`src/rtl/swp_cfg.svh`:
```
// Offsets, field positions and reset values of the sub-window position block.
// Assumes a Wishbone slave with byte-wide registers in the low lane of each word.
`ifndef SWP_CFG_SVH
`define SWP_CFG_SVH

// Register indices; byte address is four times the index
`define SWP_IDX_XS_LO   8'h84
`define SWP_IDX_XS_HI   8'h85
`define SWP_IDX_YS_LO   8'h88
`define SWP_IDX_YS_HI   8'h89
`define SWP_IDX_XE_LO   8'h8C
`define SWP_IDX_XE_HI   8'h8D
`define SWP_IDX_YE_LO   8'h90
`define SWP_IDX_YE_HI   8'h91
`define SWP_IDX_CTRL    8'hA0
`define SWP_IDX_STAT    8'hA1

// Field positions
`define SWP_HI_BITS     2
`define SWP_CTRL_ROT_LO 0
`define SWP_CTRL_BPP_LO 2
`define SWP_CTRL_EN     5

// Reset values
`define SWP_POS_RST     10'h000
`define SWP_CTRL_RST    8'h00

`endif

```
`src/rtl/swp_pkg.sv`:
```
// Types shared by the sub-window position block.
// Assumes swp_cfg.svh supplies offsets and reset values.
package swp_pkg;

  typedef enum logic [1:0] {
    SWP_ROT_0,
    SWP_ROT_90,
    SWP_ROT_180,
    SWP_ROT_270
  } swp_rot_t;

  typedef enum logic [2:0] {
    SWP_BPP_1,
    SWP_BPP_2,
    SWP_BPP_4,
    SWP_BPP_8,
    SWP_BPP_16
  } swp_bpp_t;

  typedef logic [9:0] swp_pos_t;

endpackage : swp_pkg

```
`src/rtl/swp_win_if.sv`:
```
// Window bounds carried from the register file to the comparator.
// Assumes one clock domain.
`timescale 1ns/10ps
interface swp_win_if;
  import swp_pkg::*;
  swp_pos_t x_start;
  swp_pos_t y_start;
  swp_pos_t x_end;
  swp_pos_t y_end;
  swp_rot_t rot;
  swp_bpp_t bpp;
  logic     enable;
  modport src (output x_start, y_start, x_end, y_end, rot, bpp, enable);
  modport dst (input x_start, y_start, x_end, y_end, rot, bpp, enable);
endinterface : swp_win_if

```
`src/rtl/swp_cmp.sv`:
```
// Hit test of one scan position against the sub-window bounds.
// Assumes scan coordinates in panel pixels and lines, same clock as caller.
`timescale 1ns/10ps
module swp_cmp
  import swp_pkg::*;
(
  // Bounds
  swp_win_if.dst         win,
  // Scan position
  input  wire logic [9:0] pix_i,
  input  wire logic [9:0] line_i,
  // Result
  output logic            hit_o
);

  // Shift that turns a pixel count into a 32-bit group count
  function automatic logic [2:0] grp_shift(input swp_bpp_t b);
    case (b)
      SWP_BPP_1:  grp_shift = 3'h5;
      SWP_BPP_2:  grp_shift = 3'h4;
      SWP_BPP_4:  grp_shift = 3'h3;
      SWP_BPP_8:  grp_shift = 3'h2;
      SWP_BPP_16: grp_shift = 3'h1;
      default:    grp_shift = 3'h1;
    endcase
  endfunction : grp_shift

  wire logic [2:0] sh        = grp_shift(win.bpp);
  wire logic [9:0] pix_grp   = pix_i >> sh;
  wire logic       rot_side  = (win.rot == SWP_ROT_90) || (win.rot == SWP_ROT_270);
  // X unit: groups unrotated, lines rotated
  wire logic [9:0] x_unit    = rot_side ? line_i : pix_grp;
  // Y unit: lines unrotated, groups rotated
  wire logic [9:0] y_unit    = rot_side ? pix_grp : line_i;
  wire logic       in_x      = (x_unit >= win.x_start) && (x_unit <= win.x_end);
  wire logic       in_y      = (y_unit >= win.y_start) && (y_unit <= win.y_end);

  assign hit_o = win.enable && in_x && in_y;

endmodule : swp_cmp

```
`src/rtl/swp_regs.sv`:
```
// Sub-window position registers with Wishbone slave and window hit flag.
// Assumes classic Wishbone on clk_i, scan position from display timing on clk_i.
//
// What this block does
// - 270 rotation: X start is panel width minus corner line, line steps.
// - Y start is ten bits: low byte and two low bits of high byte.
// - Y start steps lines unrotated, 32/bpp pixel groups when rotated.
// - Unrotated Y start is the top-left corner line, growing downwards.
// - X end is ten bits: low byte and two low bits of high byte.
// - X end steps 32/bpp pixel groups unrotated, lines when rotated.
// - Y end is ten bits: low byte and two low bits of high byte.
// - Y end steps lines unrotated, 32/bpp pixel groups when rotated.
`timescale 1ns/10ps
`include "swp_cfg.svh"
module swp_regs
  import swp_pkg::*;
(
  // Clock and reset
  input  wire logic        clk_i,
  input  wire logic        rst_i,
  // Wishbone slave
  input  wire logic        cyc_i,
  input  wire logic        stb_i,
  input  wire logic        we_i,
  input  wire logic [9:0]  adr_i,
  input  wire logic [3:0]  sel_i,
  input  wire logic [31:0] dat_i,
  output logic      [31:0] dat_o,
  output logic             ack_o,
  output logic             err_o,
  // Scan position
  input  wire logic [9:0]  pix_i,
  input  wire logic [9:0]  line_i,
  // Window select
  output logic             sub_sel_o
);

  // ------------------------------------------------------------
  // Storage
  // ------------------------------------------------------------
  swp_pos_t   xs_r, ys_r, xe_r, ye_r;
  logic [7:0] ctrl_r;
  logic       hit;
  logic       hit_r;

  // Decode of a register index against the word address
  function automatic logic idx_hit(input logic [9:0] a, input logic [7:0] idx);
    idx_hit = (a[9:2] == idx) && (a[1:0] == 2'h0);
  endfunction : idx_hit

  // ------------------------------------------------------------
  // Bus decode
  // ------------------------------------------------------------
  wire logic req     = cyc_i && stb_i && !ack_o && !err_o;
  wire logic wr_lane = we_i && sel_i[0];
  wire logic s_xs_lo = idx_hit(adr_i, `SWP_IDX_XS_LO);
  wire logic s_xs_hi = idx_hit(adr_i, `SWP_IDX_XS_HI);
  wire logic s_ys_lo = idx_hit(adr_i, `SWP_IDX_YS_LO);
  wire logic s_ys_hi = idx_hit(adr_i, `SWP_IDX_YS_HI);
  wire logic s_xe_lo = idx_hit(adr_i, `SWP_IDX_XE_LO);
  wire logic s_xe_hi = idx_hit(adr_i, `SWP_IDX_XE_HI);
  wire logic s_ye_lo = idx_hit(adr_i, `SWP_IDX_YE_LO);
  wire logic s_ye_hi = idx_hit(adr_i, `SWP_IDX_YE_HI);
  wire logic s_ctrl  = idx_hit(adr_i, `SWP_IDX_CTRL);
  wire logic s_stat  = idx_hit(adr_i, `SWP_IDX_STAT);
  wire logic mapped  = s_xs_lo | s_xs_hi | s_ys_lo | s_ys_hi | s_xe_lo | s_xe_hi
                     | s_ys_lo | s_ye_lo | s_ye_hi | s_ctrl | s_stat;
  wire logic wr      = req && mapped && wr_lane;

  // Pair of byte registers forming one ten-bit position
  function automatic swp_pos_t pos_wr(input swp_pos_t cur, input logic lo, input logic hi,
                                      input logic [7:0] d);
    pos_wr = cur;
    if (lo) begin
      pos_wr[7:0] = d;
    end
    if (hi) begin
      pos_wr[9:8] = d[`SWP_HI_BITS-1:0];
    end
  endfunction : pos_wr

  // Y start split over low and high bytes
  wire swp_pos_t ys_nxt = wr ? pos_wr(ys_r, s_ys_lo, s_ys_hi, dat_i[7:0]) : ys_r;
  // X end split over low and high bytes
  wire swp_pos_t xe_nxt = wr ? pos_wr(xe_r, s_xe_lo, s_xe_hi, dat_i[7:0]) : xe_r;
  // Y end split over low and high bytes
  wire swp_pos_t ye_nxt = wr ? pos_wr(ye_r, s_ye_lo, s_ye_hi, dat_i[7:0]) : ye_r;
  // X start holds the value as written: a line count when rotated, a 32/bpp pixel group count unrotated
  wire swp_pos_t xs_nxt = wr ? pos_wr(xs_r, s_xs_lo, s_xs_hi, dat_i[7:0]) : xs_r;
  wire logic [7:0] ctrl_nxt = (wr && s_ctrl) ? dat_i[7:0] : ctrl_r;

  // Read mux: unused high bits of each high byte read zero
  wire logic [7:0] rd_byte =
      s_xs_lo ? xs_r[7:0] :
      s_xs_hi ? {6'h00, xs_r[9:8]} :
      s_ys_lo ? ys_r[7:0] :
      s_ys_hi ? {6'h00, ys_r[9:8]} :
      s_xe_lo ? xe_r[7:0] :
      s_xe_hi ? {6'h00, xe_r[9:8]} :
      s_ye_lo ? ye_r[7:0] :
      s_ye_hi ? {6'h00, ye_r[9:8]} :
      s_ctrl  ? ctrl_r :
      s_stat  ? {7'h00, hit_r} : 8'h00;

  // ------------------------------------------------------------
  // Registers
  // ------------------------------------------------------------
  always_ff @(posedge clk_i) begin
    if (rst_i) begin
      xs_r   <= `SWP_POS_RST;
      ys_r   <= `SWP_POS_RST;
      xe_r   <= `SWP_POS_RST;
      ye_r   <= `SWP_POS_RST;
      ctrl_r <= `SWP_CTRL_RST;
    end else begin
      xs_r   <= xs_nxt;
      ys_r   <= ys_nxt;
      xe_r   <= xe_nxt;
      ye_r   <= ye_nxt;
      ctrl_r <= ctrl_nxt;
    end
  end

  always_ff @(posedge clk_i) begin
    if (rst_i) begin
      ack_o <= 1'b0;
      err_o <= 1'b0;
      dat_o <= 32'h0000_0000;
    end else begin
      ack_o <= req && mapped;
      err_o <= req && !mapped;
      dat_o <= (req && mapped && !we_i) ? {24'h00_0000, rd_byte} : 32'h0000_0000;
    end
  end

  // ------------------------------------------------------------
  // Window compare
  // ------------------------------------------------------------
  swp_win_if win ();

  // Unrotated Y start used directly as a line
  assign win.y_start = ys_r;
  assign win.x_start = xs_r;
  assign win.x_end   = xe_r;
  assign win.y_end   = ye_r;
  assign win.rot     = swp_rot_t'(ctrl_r[`SWP_CTRL_ROT_LO +: 2]);
  assign win.bpp     = swp_bpp_t'(ctrl_r[`SWP_CTRL_BPP_LO +: 3]);
  assign win.enable  = ctrl_r[`SWP_CTRL_EN];

  swp_cmp u_cmp (
    .win    (win),
    .pix_i  (pix_i),
    .line_i (line_i),
    .hit_o  (hit)
  );

  always_ff @(posedge clk_i) begin
    if (rst_i) begin
      hit_r     <= 1'b0;
      sub_sel_o <= 1'b0;
    end else begin
      hit_r     <= hit;
      sub_sel_o <= hit;
    end
  end

  // ------------------------------------------------------------
  // Checks
  // ------------------------------------------------------------
  wire logic ctrl_rot_side = (ctrl_r[1:0] == 2'h1) || (ctrl_r[1:0] == 2'h3);

  a_ys_low_write: assert property (
    @(posedge clk_i) disable iff (rst_i)
    (req && s_ys_lo && wr_lane) |=> (ys_r[7:0] == $past(dat_i[7:0])) && ack_o)
    else $error("y start low byte not stored");

  a_ys_high_write: assert property (
    @(posedge clk_i) disable iff (rst_i)
    (req && s_ys_hi && wr_lane) |=> (ys_r[9:8] == $past(dat_i[1:0]))
      && (ys_r[7:0] == $past(ys_r[7:0])))
    else $error("y start high byte not stored");

  a_xe_write: assert property (
    @(posedge clk_i) disable iff (rst_i)
    (req && s_xe_hi && wr_lane) |=> (xe_r[9:8] == $past(dat_i[1:0])))
    else $error("x end high bits not stored");

  a_ye_write: assert property (
    @(posedge clk_i) disable iff (rst_i)
    (req && s_ye_lo && wr_lane) |=> (ye_r[7:0] == $past(dat_i[7:0])))
    else $error("y end low byte not stored");

  a_hi_read_zero: assert property (
    @(posedge clk_i) disable iff (rst_i)
    (req && !we_i && (s_ye_hi || s_xe_hi || s_ys_hi)) |=> (dat_o[7:2] == 6'h00) && ack_o)
    else $error("unused high bits read non-zero");

  a_unrot_y_line: assert property (
    @(posedge clk_i) disable iff (rst_i)
    (ctrl_r[`SWP_CTRL_EN] && !ctrl_rot_side && (line_i < ys_r)) |=> !sub_sel_o)
    else $error("sub-window shown above start line");

  a_rot_y_group: assert property (
    @(posedge clk_i) disable iff (rst_i)
    (ctrl_r[`SWP_CTRL_EN] && ctrl_rot_side && (u_cmp.pix_grp < ys_r)) |=> !sub_sel_o)
    else $error("rotated y start not in pixel groups");

  a_xs_line_270: assert property (
    @(posedge clk_i) disable iff (rst_i)
    (ctrl_r[`SWP_CTRL_EN] && (ctrl_r[1:0] == 2'h3) && (line_i < xs_r)) |=> !sub_sel_o)
    else $error("270 x start not a line count");

  a_xe_group: assert property (
    @(posedge clk_i) disable iff (rst_i)
    (ctrl_r[`SWP_CTRL_EN] && !ctrl_rot_side && (u_cmp.pix_grp > xe_r)) |=> !sub_sel_o)
    else $error("x end not in pixel groups");

  a_ye_rot_group: assert property (
    @(posedge clk_i) disable iff (rst_i)
    (ctrl_r[`SWP_CTRL_EN] && ctrl_rot_side && (u_cmp.pix_grp > ye_r)) |=> !sub_sel_o)
    else $error("rotated y end not in pixel groups");

  a_inside_shows: assert property (
    @(posedge clk_i) disable iff (rst_i)
    (win.enable && !ctrl_rot_side && (u_cmp.pix_grp >= xs_r) && (u_cmp.pix_grp <= xe_r)
      && (line_i >= ys_r) && (line_i <= ye_r)) |=> sub_sel_o)
    else $error("sub-window not shown inside bounds");

  a_inside_rot: assert property (
    @(posedge clk_i) disable iff (rst_i)
    (win.enable && ctrl_rot_side && (line_i >= xs_r) && (line_i <= xe_r)
      && (u_cmp.pix_grp >= ys_r) && (u_cmp.pix_grp <= ye_r)) |=> sub_sel_o)
    else $error("rotated sub-window not shown inside bounds");

  a_disabled_main: assert property (
    @(posedge clk_i) disable iff (rst_i)
    !ctrl_r[`SWP_CTRL_EN] |=> !sub_sel_o)
    else $error("sub-window shown while disabled");

  a_xe_low_write: assert property (
    @(posedge clk_i) disable iff (rst_i)
    (req && s_xe_lo && wr_lane) |=> (xe_r[7:0] == $past(dat_i[7:0])) && ack_o)
    else $error("x end low byte not stored");

  a_ye_high_write: assert property (
    @(posedge clk_i) disable iff (rst_i)
    (req && s_ye_hi && wr_lane) |=> (ye_r[9:8] == $past(dat_i[1:0]))
      && (ye_r[7:0] == $past(ye_r[7:0])))
    else $error("y end high byte not stored");

  a_xs_low_write: assert property (
    @(posedge clk_i) disable iff (rst_i)
    (req && s_xs_lo && wr_lane) |=> (xs_r[7:0] == $past(dat_i[7:0])))
    else $error("x start low byte not stored");

  a_xs_high_write: assert property (
    @(posedge clk_i) disable iff (rst_i)
    (req && s_xs_hi && wr_lane) |=> (xs_r[9:8] == $past(dat_i[1:0])))
    else $error("x start high bits not stored");

  a_ys_read_back: assert property (
    @(posedge clk_i) disable iff (rst_i)
    (req && !we_i && s_ys_lo) |=> (dat_o == {24'h00_0000, $past(ys_r[7:0])}) && ack_o)
    else $error("y start low byte read wrong");

  a_xe_read_back: assert property (
    @(posedge clk_i) disable iff (rst_i)
    (req && !we_i && s_xe_hi) |=> (dat_o[1:0] == $past(xe_r[9:8])))
    else $error("x end high bits read wrong");

  a_ye_read_back: assert property (
    @(posedge clk_i) disable iff (rst_i)
    (req && !we_i && s_ye_lo) |=> (dat_o[7:0] == $past(ye_r[7:0])))
    else $error("y end low byte read wrong");

  a_lane_off_keep: assert property (
    @(posedge clk_i) disable iff (rst_i)
    (req && we_i && !sel_i[0]) |=> (ys_r == $past(ys_r)) && (xe_r == $past(xe_r))
      && (ye_r == $past(ye_r)))
    else $error("position changed by write with low lane off");

  a_unmapped_keep: assert property (
    @(posedge clk_i) disable iff (rst_i)
    (req && !mapped) |=> err_o && !ack_o && (ys_r == $past(ys_r)))
    else $error("unmapped access not refused");

  a_unrot_y_end: assert property (
    @(posedge clk_i) disable iff (rst_i)
    (ctrl_r[`SWP_CTRL_EN] && !ctrl_rot_side && (line_i > ye_r)) |=> !sub_sel_o)
    else $error("sub-window shown below end line");

  a_rot_x_end_line: assert property (
    @(posedge clk_i) disable iff (rst_i)
    (ctrl_r[`SWP_CTRL_EN] && ctrl_rot_side && (line_i > xe_r)) |=> !sub_sel_o)
    else $error("rotated x end not a line count");

  a_unrot_x_start: assert property (
    @(posedge clk_i) disable iff (rst_i)
    (ctrl_r[`SWP_CTRL_EN] && !ctrl_rot_side && (u_cmp.pix_grp < xs_r)) |=> !sub_sel_o)
    else $error("sub-window shown left of start group");

endmodule : swp_regs

```
`config.mk`:
```
export PLATFORM = sky130hd
export DESIGN_NAME = swp_regs
export DESIGN_NICKNAME = d
export VERILOG_FILES = /design/src/rtl/swp_pkg.sv /design/src/rtl/swp_win_if.sv /design/src/rtl/swp_cmp.sv /design/src/rtl/swp_regs.sv
export VERILOG_INCLUDE_DIRS = /design/src /design/src/rtl
export SDC_FILE = /design/constraint.sdc
export NUM_CORES = 1
export LEC_CHECK = 0
export BUFFER_PORTS_ARGS = -buffer_cell sky130_fd_sc_hd__clkbuf_2
export CAP_MARGIN = 10
export CORE_ASPECT_RATIO = 0.6
export CORE_MARGIN = 2
export CORE_UTILIZATION = 34
export DETAILED_ROUTE_END_ITERATION = 8
export GPL_ROUTABILITY_DRIVEN = 0
export MAX_ROUTING_LAYER = met4
export PLACE_DENSITY = 0.55
export SYNTH_ARGS = -nofsm -noshare
export SYNTH_HDL_FRONTEND = slang
export SYNTH_SLANG_ARGS = --single-unit
```
`constraint.sdc`:
```
create_clock -name clk_i -period 6.3 [get_ports clk_i]
set_input_delay 1.575 -clock clk_i [delete_from_list [all_inputs] [get_ports clk_i]]
set_output_delay 1.575 -clock clk_i [all_outputs]
set_load 0.02 [all_outputs]
```
# --- Word-level counts from Yosys, hierarchy flattened ---
# Cells that the tools add are included.
word_totals:
  ff_bits: 83
  in_bits: 71
  out_inout_bits: 35
  wordCells: 97
classes:
  order_cmp: 4
  n_eq_ne: 15
  shift: 1
  mux: 13
  bitwise: 11
  n_reduce_logical: 39
ops:
  columns: ["cell", "count"]
  rows:
  - ["$eq 8x8->1 const B", 10]
  - ["$mux 8", 9]
  - ["$logic_and 1x1->1", 23]
  - ["$ge 10x10->1", 2]
  - ["$le 10x10->1", 2]
  - ["$mux 10", 2]
  - ["$reduce_and 2->1", 8]
  - ["$pmux 3 s4", 1]
  - ["$or 1x1->1", 10]
  - ["$shr 10x3->10", 1]
  - ["$eq 3x2->1 const B", 2]
  - ["$logic_not 1->1", 4]
  - ["$eq 3x1->1 const B", 1]
  - ["$logic_not 3->1", 1]
  - ["$eq 2x1->1 const B", 1]
  - ["$eq 2x2->1 const B", 1]
  - ["$logic_not 2->1", 1]
  - ["$reduce_or 2->1", 1]
  - ["$logic_or 1x1->1", 1]
  - ["$mux 1", 1]
  - ["$not 1->1", 1]

# --- Depth between registers and ports, before layout ---
depth:
  depth_word: 16
  ltp_mapped: 12
  ltp_nobuf: 11

# --- Cells and area by module ---
# Synthesis repeated with hierarchy kept, for this count alone.
hier_totals:
  hier_cells: 562
  hier_area_um2: 4534.3
modules_own_cells:
  columns: ["mod", "n_inst", "cells_per_inst", "area_per_inst_um2", "seq_area_each_um2"]
  rows:
  - ["swp_regs", 1, 367, 3067.9, 1181.1]
  - ["swp_cmp", 1, 195, 1466.4, 0.0]

# --- Worst setup path after synthesis ---
# Ideal clock, no wire load.
synth_path:
  path_type: "in2reg"
  start: "input pix_i[3]"
  end: "register hit_r"
  setup_time_ns: 0.115
  arrival_ns: 3.509
  t_required_ns: 6.185
  slack_ns: 2.677
  cell_stages: 9
  path_buffers: 0
  cell_sequence: "mux4_2 -> mux2_2 -> mux2i_1 -> ha_1 -> nand2b_1 -> a211oi_1 -> a2111oi_0 -> o2bb2ai_1 -> a2111oi_0"
synth_via:
  elab_chain_len: 6
  elab_cells_between_ends: 11
  cone_classes: "order compare (4); shift (1); mux (2); reduce/logical (4)"
synth_lines:
  columns: ["item", "line_no", "text"]
  rows:
  - ["from (decl)", "swp_regs.sv:32", "input wire logic [9:0] pix_i,"]
  - ["$shr 10x3->10 (*)", "swp_cmp.sv:29", "wire logic [9:0] pix_grp = pix_i >> sh;"]
  - ["$mux 10", "swp_cmp.sv:32", "wire logic [9:0] x_unit = rot_side ? line_i : pix_grp;"]
  - ["$ge 10x10->1 or $le 10x10->1 (tied branches)", "swp_cmp.sv:35", "wire logic in_x = (x_unit >= win.x_start) && (x_unit <= win.x_end);"]
  - ["$logic_and 1x1->1", "swp_cmp.sv:35", null]
  - ["$logic_and 1x1->1", "swp_cmp.sv:38", "assign hit_o = win.enable && in_x && in_y;"]
  - ["$logic_and 1x1->1 (*)", "swp_cmp.sv:38", null]
  - ["to (signal assigned)", "swp_regs.sv:162", "hit_r <= hit;"]
  - ["to (decl)", "swp_regs.sv:44", "logic hit_r;"]
# Every way passes the cells marked *; elsewhere a longest branch is shown, timed or not.
# A chain may end at the register's enable or synchronous reset.

# --- Worst setup path in the final report ---
# Ends and elaborated chain as after synthesis.

==> metrics.csv <==
stage,metric,value,unit
outcome,status,completed,
route,firstDrtPassIters,5,
sta,max_freq,227,MHz
layout,fin_nets,664,
yosys,netlist.area_leader.share,26.9,%
die,die_area,0.0138,mm2
clocking,numClockSinks,59,
die,core,0.0127,mm2
route,postRouteAntennaNets,0,
die,initial_core_util,34.4,%
clocking,htreeDepth,3,
setup_path,endpoint,hit_r,
grt,grt_pass1_wl,19800,um
yosys,synthCells,510,
layout,antennaDiodeCount,0,
sta,period_needed,4410,ps
yosys,yosys-top-cells-area,"dfxtp_1, mux2i_1, ha_1",
yosys,yosys.area.top_type,dfxtp_1,
job,cap_violations,0,
setup_path,r2r_start,ctrl_r[4],
clocking,clkTransAtPathRegs,50,ps
setup_path,path_common_cell,a2111oi_0,
sta,finClkSkew,4.99,ps
setup_path,worst_path_largest_cell_delay,680,ps
clocking,cts_buffer_depth,2,
die,die_w,151,um
yosys,ys_ff_latch,59,
yosys,synth_cell_types,59,
grt,antenna_found_initial,0,
yosys,synth_warnings,0,
setup_path,criticalPathCategory,in -> reg,
die,rows,32,
route,routed_via_density,5.33,
clocking,cts_setup_buffers,0,
sta,max_slew.worst_pin.slew,812,ps
setup_path,worst_setup_path_start_kind,input port,
grt,grt_max_degree,59,
route,wl,12800,um
clocking,ctsHoldBuffers,0,
sta,setup-violations-final,0,
setup_path,crit_path_cell_trace,"clkbuf_2, mux4_2, mux2_2, mux2i_1, ha_1, nand2b_1, a211oi_1, a2111oi_0, o2bb2ai_1, a2111oi_0",
setup_path,startpoint,pix_i[3],
sta,finalMaxSlewViolations,0,
route,drt_iter0_drc,297,
sta,fin_tns_setup,0,ps
pwr,power.density,185,mW/mm2
sta,rsz0062_at_grt,no,
route,vias,3874,
route,wl_per_cell,17.7,um
setup_path,cp.arrival,4580,ps
yosys,syn_area_per_cell,8.60,um2
placement,hpwl,10100,um
sta,slew_headroom,45.7,%
yosys,synth_area,0.00438,mm2
die,io_pins,106,
placement,dp_slack,1550,ps
grt,grt_pass1_vias,3544,
layout,fill_cells,1296,
clocking,cts_tree,built,
layout,drive_gt1_share,18.0,%
sta,fin_ws,1890,ps
grt,grt-ovfl-total,0,
hold_path,hp-class,reg -> reg,
grt,grt_util_all_layers,19.5,%
setup_path,reg2regPathDepth,10,
yosys,synthArstFlopShare,0,%
layout,final_common_cell,dfxtp_1,
yosys,ys.flop_type,dfxtp_1,
yosys,synth-edff-count,0,
setup_path,worstPathRequired,6470,ps
sta,hold_viol_final,0,
layout,final_cell_mix,"dfxtp_1, nor2_1, clkbuf_2",
clocking,cts_buffers,9,
setup_path,reg2reg_slack,2160,ps
setup_path,slowest_stage,a2111oi_0,
setup_path,cp-end-kind,register,
route,drc,0,
layout,area_growth,13.5,%
pwr,ir_worst_vdd,0.128,mV
die,die_h,92.0,um
clocking,post_cts_resized,0,
sta,min_period_over_period,70.0,%
setup_path,reg2reg_to,hit_r,
yosys,ys_seq_area_share,26.9,%
pwr,total_leakage_power,0.00210,uW
setup_path,cp_max_fo,3,
placement,portBuffers,53,
clocking,cts_root_buf,clkbuf_16,
clocking,clk_latency,330,ps
## per-layer routing
| layer | share of wire (%) | vias to the layer above | global-route usage, % |
|---|---|---|---|
| li1 | - | 1864 | - |
| met1 | 51 | 1846 | 29.9 |
| met2 | 40 | 150 | 25.9 |
| met3 | 8.3 | 14 | 3.73 |
| met4 | 0.84 | 0 | 4.44 |
| met5 | 0 | - | - |
## power by group
| part | switching (uW) | internal (uW) |
|---|---|---|
| Combinational | 69.7 | 36.4 |
| Sequential | 0.129 | 374 |
| Clock | 170 | 272 |
## critical path: cells and delay by family
kind                     cells  cell delay [ps]
buffers and inverters        1              100
AND/OR/NAND/NOR              1               90
AO/OA/AOI/OAI                4             1430
multiplexers                 3             1140
adder cells (fa/ha/maj)      1              220
## registers in the layout (all words and copies together) (netlist names)
register and count:
win.x_end 10, win.x_start 10, win.y_end 10, win.y_start 10
ctrl_r 8, dat_o 8, ack_o 1, err_o 1
hit_r 1
## stage by stage
stage	hold slack (ps)	utilization [%]	area, um2	instances	power [uW]
3_5_place_dp	483	37.0	4710	712	486
5_1_grt	504	39.1	4970	727	956
4_1_cts	490	39.1	4970	727	929
2_1_floorplan	449	-	4470	533	457
3_3_place_gp	462	37.0	4710	712	482
6_report	489	39.1	4970	727	921
## logic make-up (layout without fill, tap and decap cells)
logic type / Yosys count / count (layout) / synth area share (%)
other cells: 1 / 24 / 0.0855
flops: 59 / 59 / 26.9
mux: 70 / 70 / 17.3
simple gates: 162 / 162 / 20.9
buf+inv: 93 / 117 / 10.2
compound gates: 85 / 85 / 13.2
fa+ha+maj: 40 / 40 / 11.4
## synthesized netlist by cell type, drive strengths merged (2+ instances only)
| cell | number |
|---|---|
| inv | 45 |
| clkbuf | 19 |
| o31ai | 3 |
| and2 | 4 |
| mux2 | 15 |
| buf | 29 |
| and3 | 3 |
| nand4 | 7 |
| o21a | 2 |
| a21oi | 16 |
| mux4 | 3 |
| a21o | 2 |
| a2111oi | 4 |
| nor2 | 59 |
| nor2b | 8 |
| nor3 | 6 |
| nor4 | 3 |
| nand2 | 16 |
| a31oi | 4 |
| nand2b | 22 |
| and4 | 2 |
| and3b | 2 |
| dfxtp | 59 |
| nand3b | 8 |
| o21ai | 22 |
| mux2i | 52 |
| a211oi | 7 |
| a22oi | 6 |
| ha | 40 |
| o2111ai | 4 |
| nor4b | 3 |
| a221oi | 6 |
| nand3 | 12 |
## worst min-delay path by stage
stage	start	end	cells past startpoint
6_report	win.x_end[4]	win.x_end[4]	2
5_1_grt	win.x_end[4]	win.x_end[4]	2
4_1_cts	win.x_end[4]	win.x_end[4]	2
3_5_place_dp	win.y_start[9]	win.y_start[9]	2
3_3_place_gp	win.x_end[4]	win.x_end[4]	2
2_1_floorplan	win.x_end[4]	win.x_end[4]	2
## cell type report
type | count | area (um2) | area share [%]
clock buffer | 10 | 239 | 4.80
multi-input combinational | 381 | 2850 | 57.2
sequential | 59 | 1180 | 23.7
timing repair buffer | 57 | 295 | 5.94
tap | 170 | 213 | 4.28
inverter | 45 | 169 | 3.40
clock inverter | 5 | 30.0 | 0.604
Note: power is estimated with default switching activity, not from simulation.
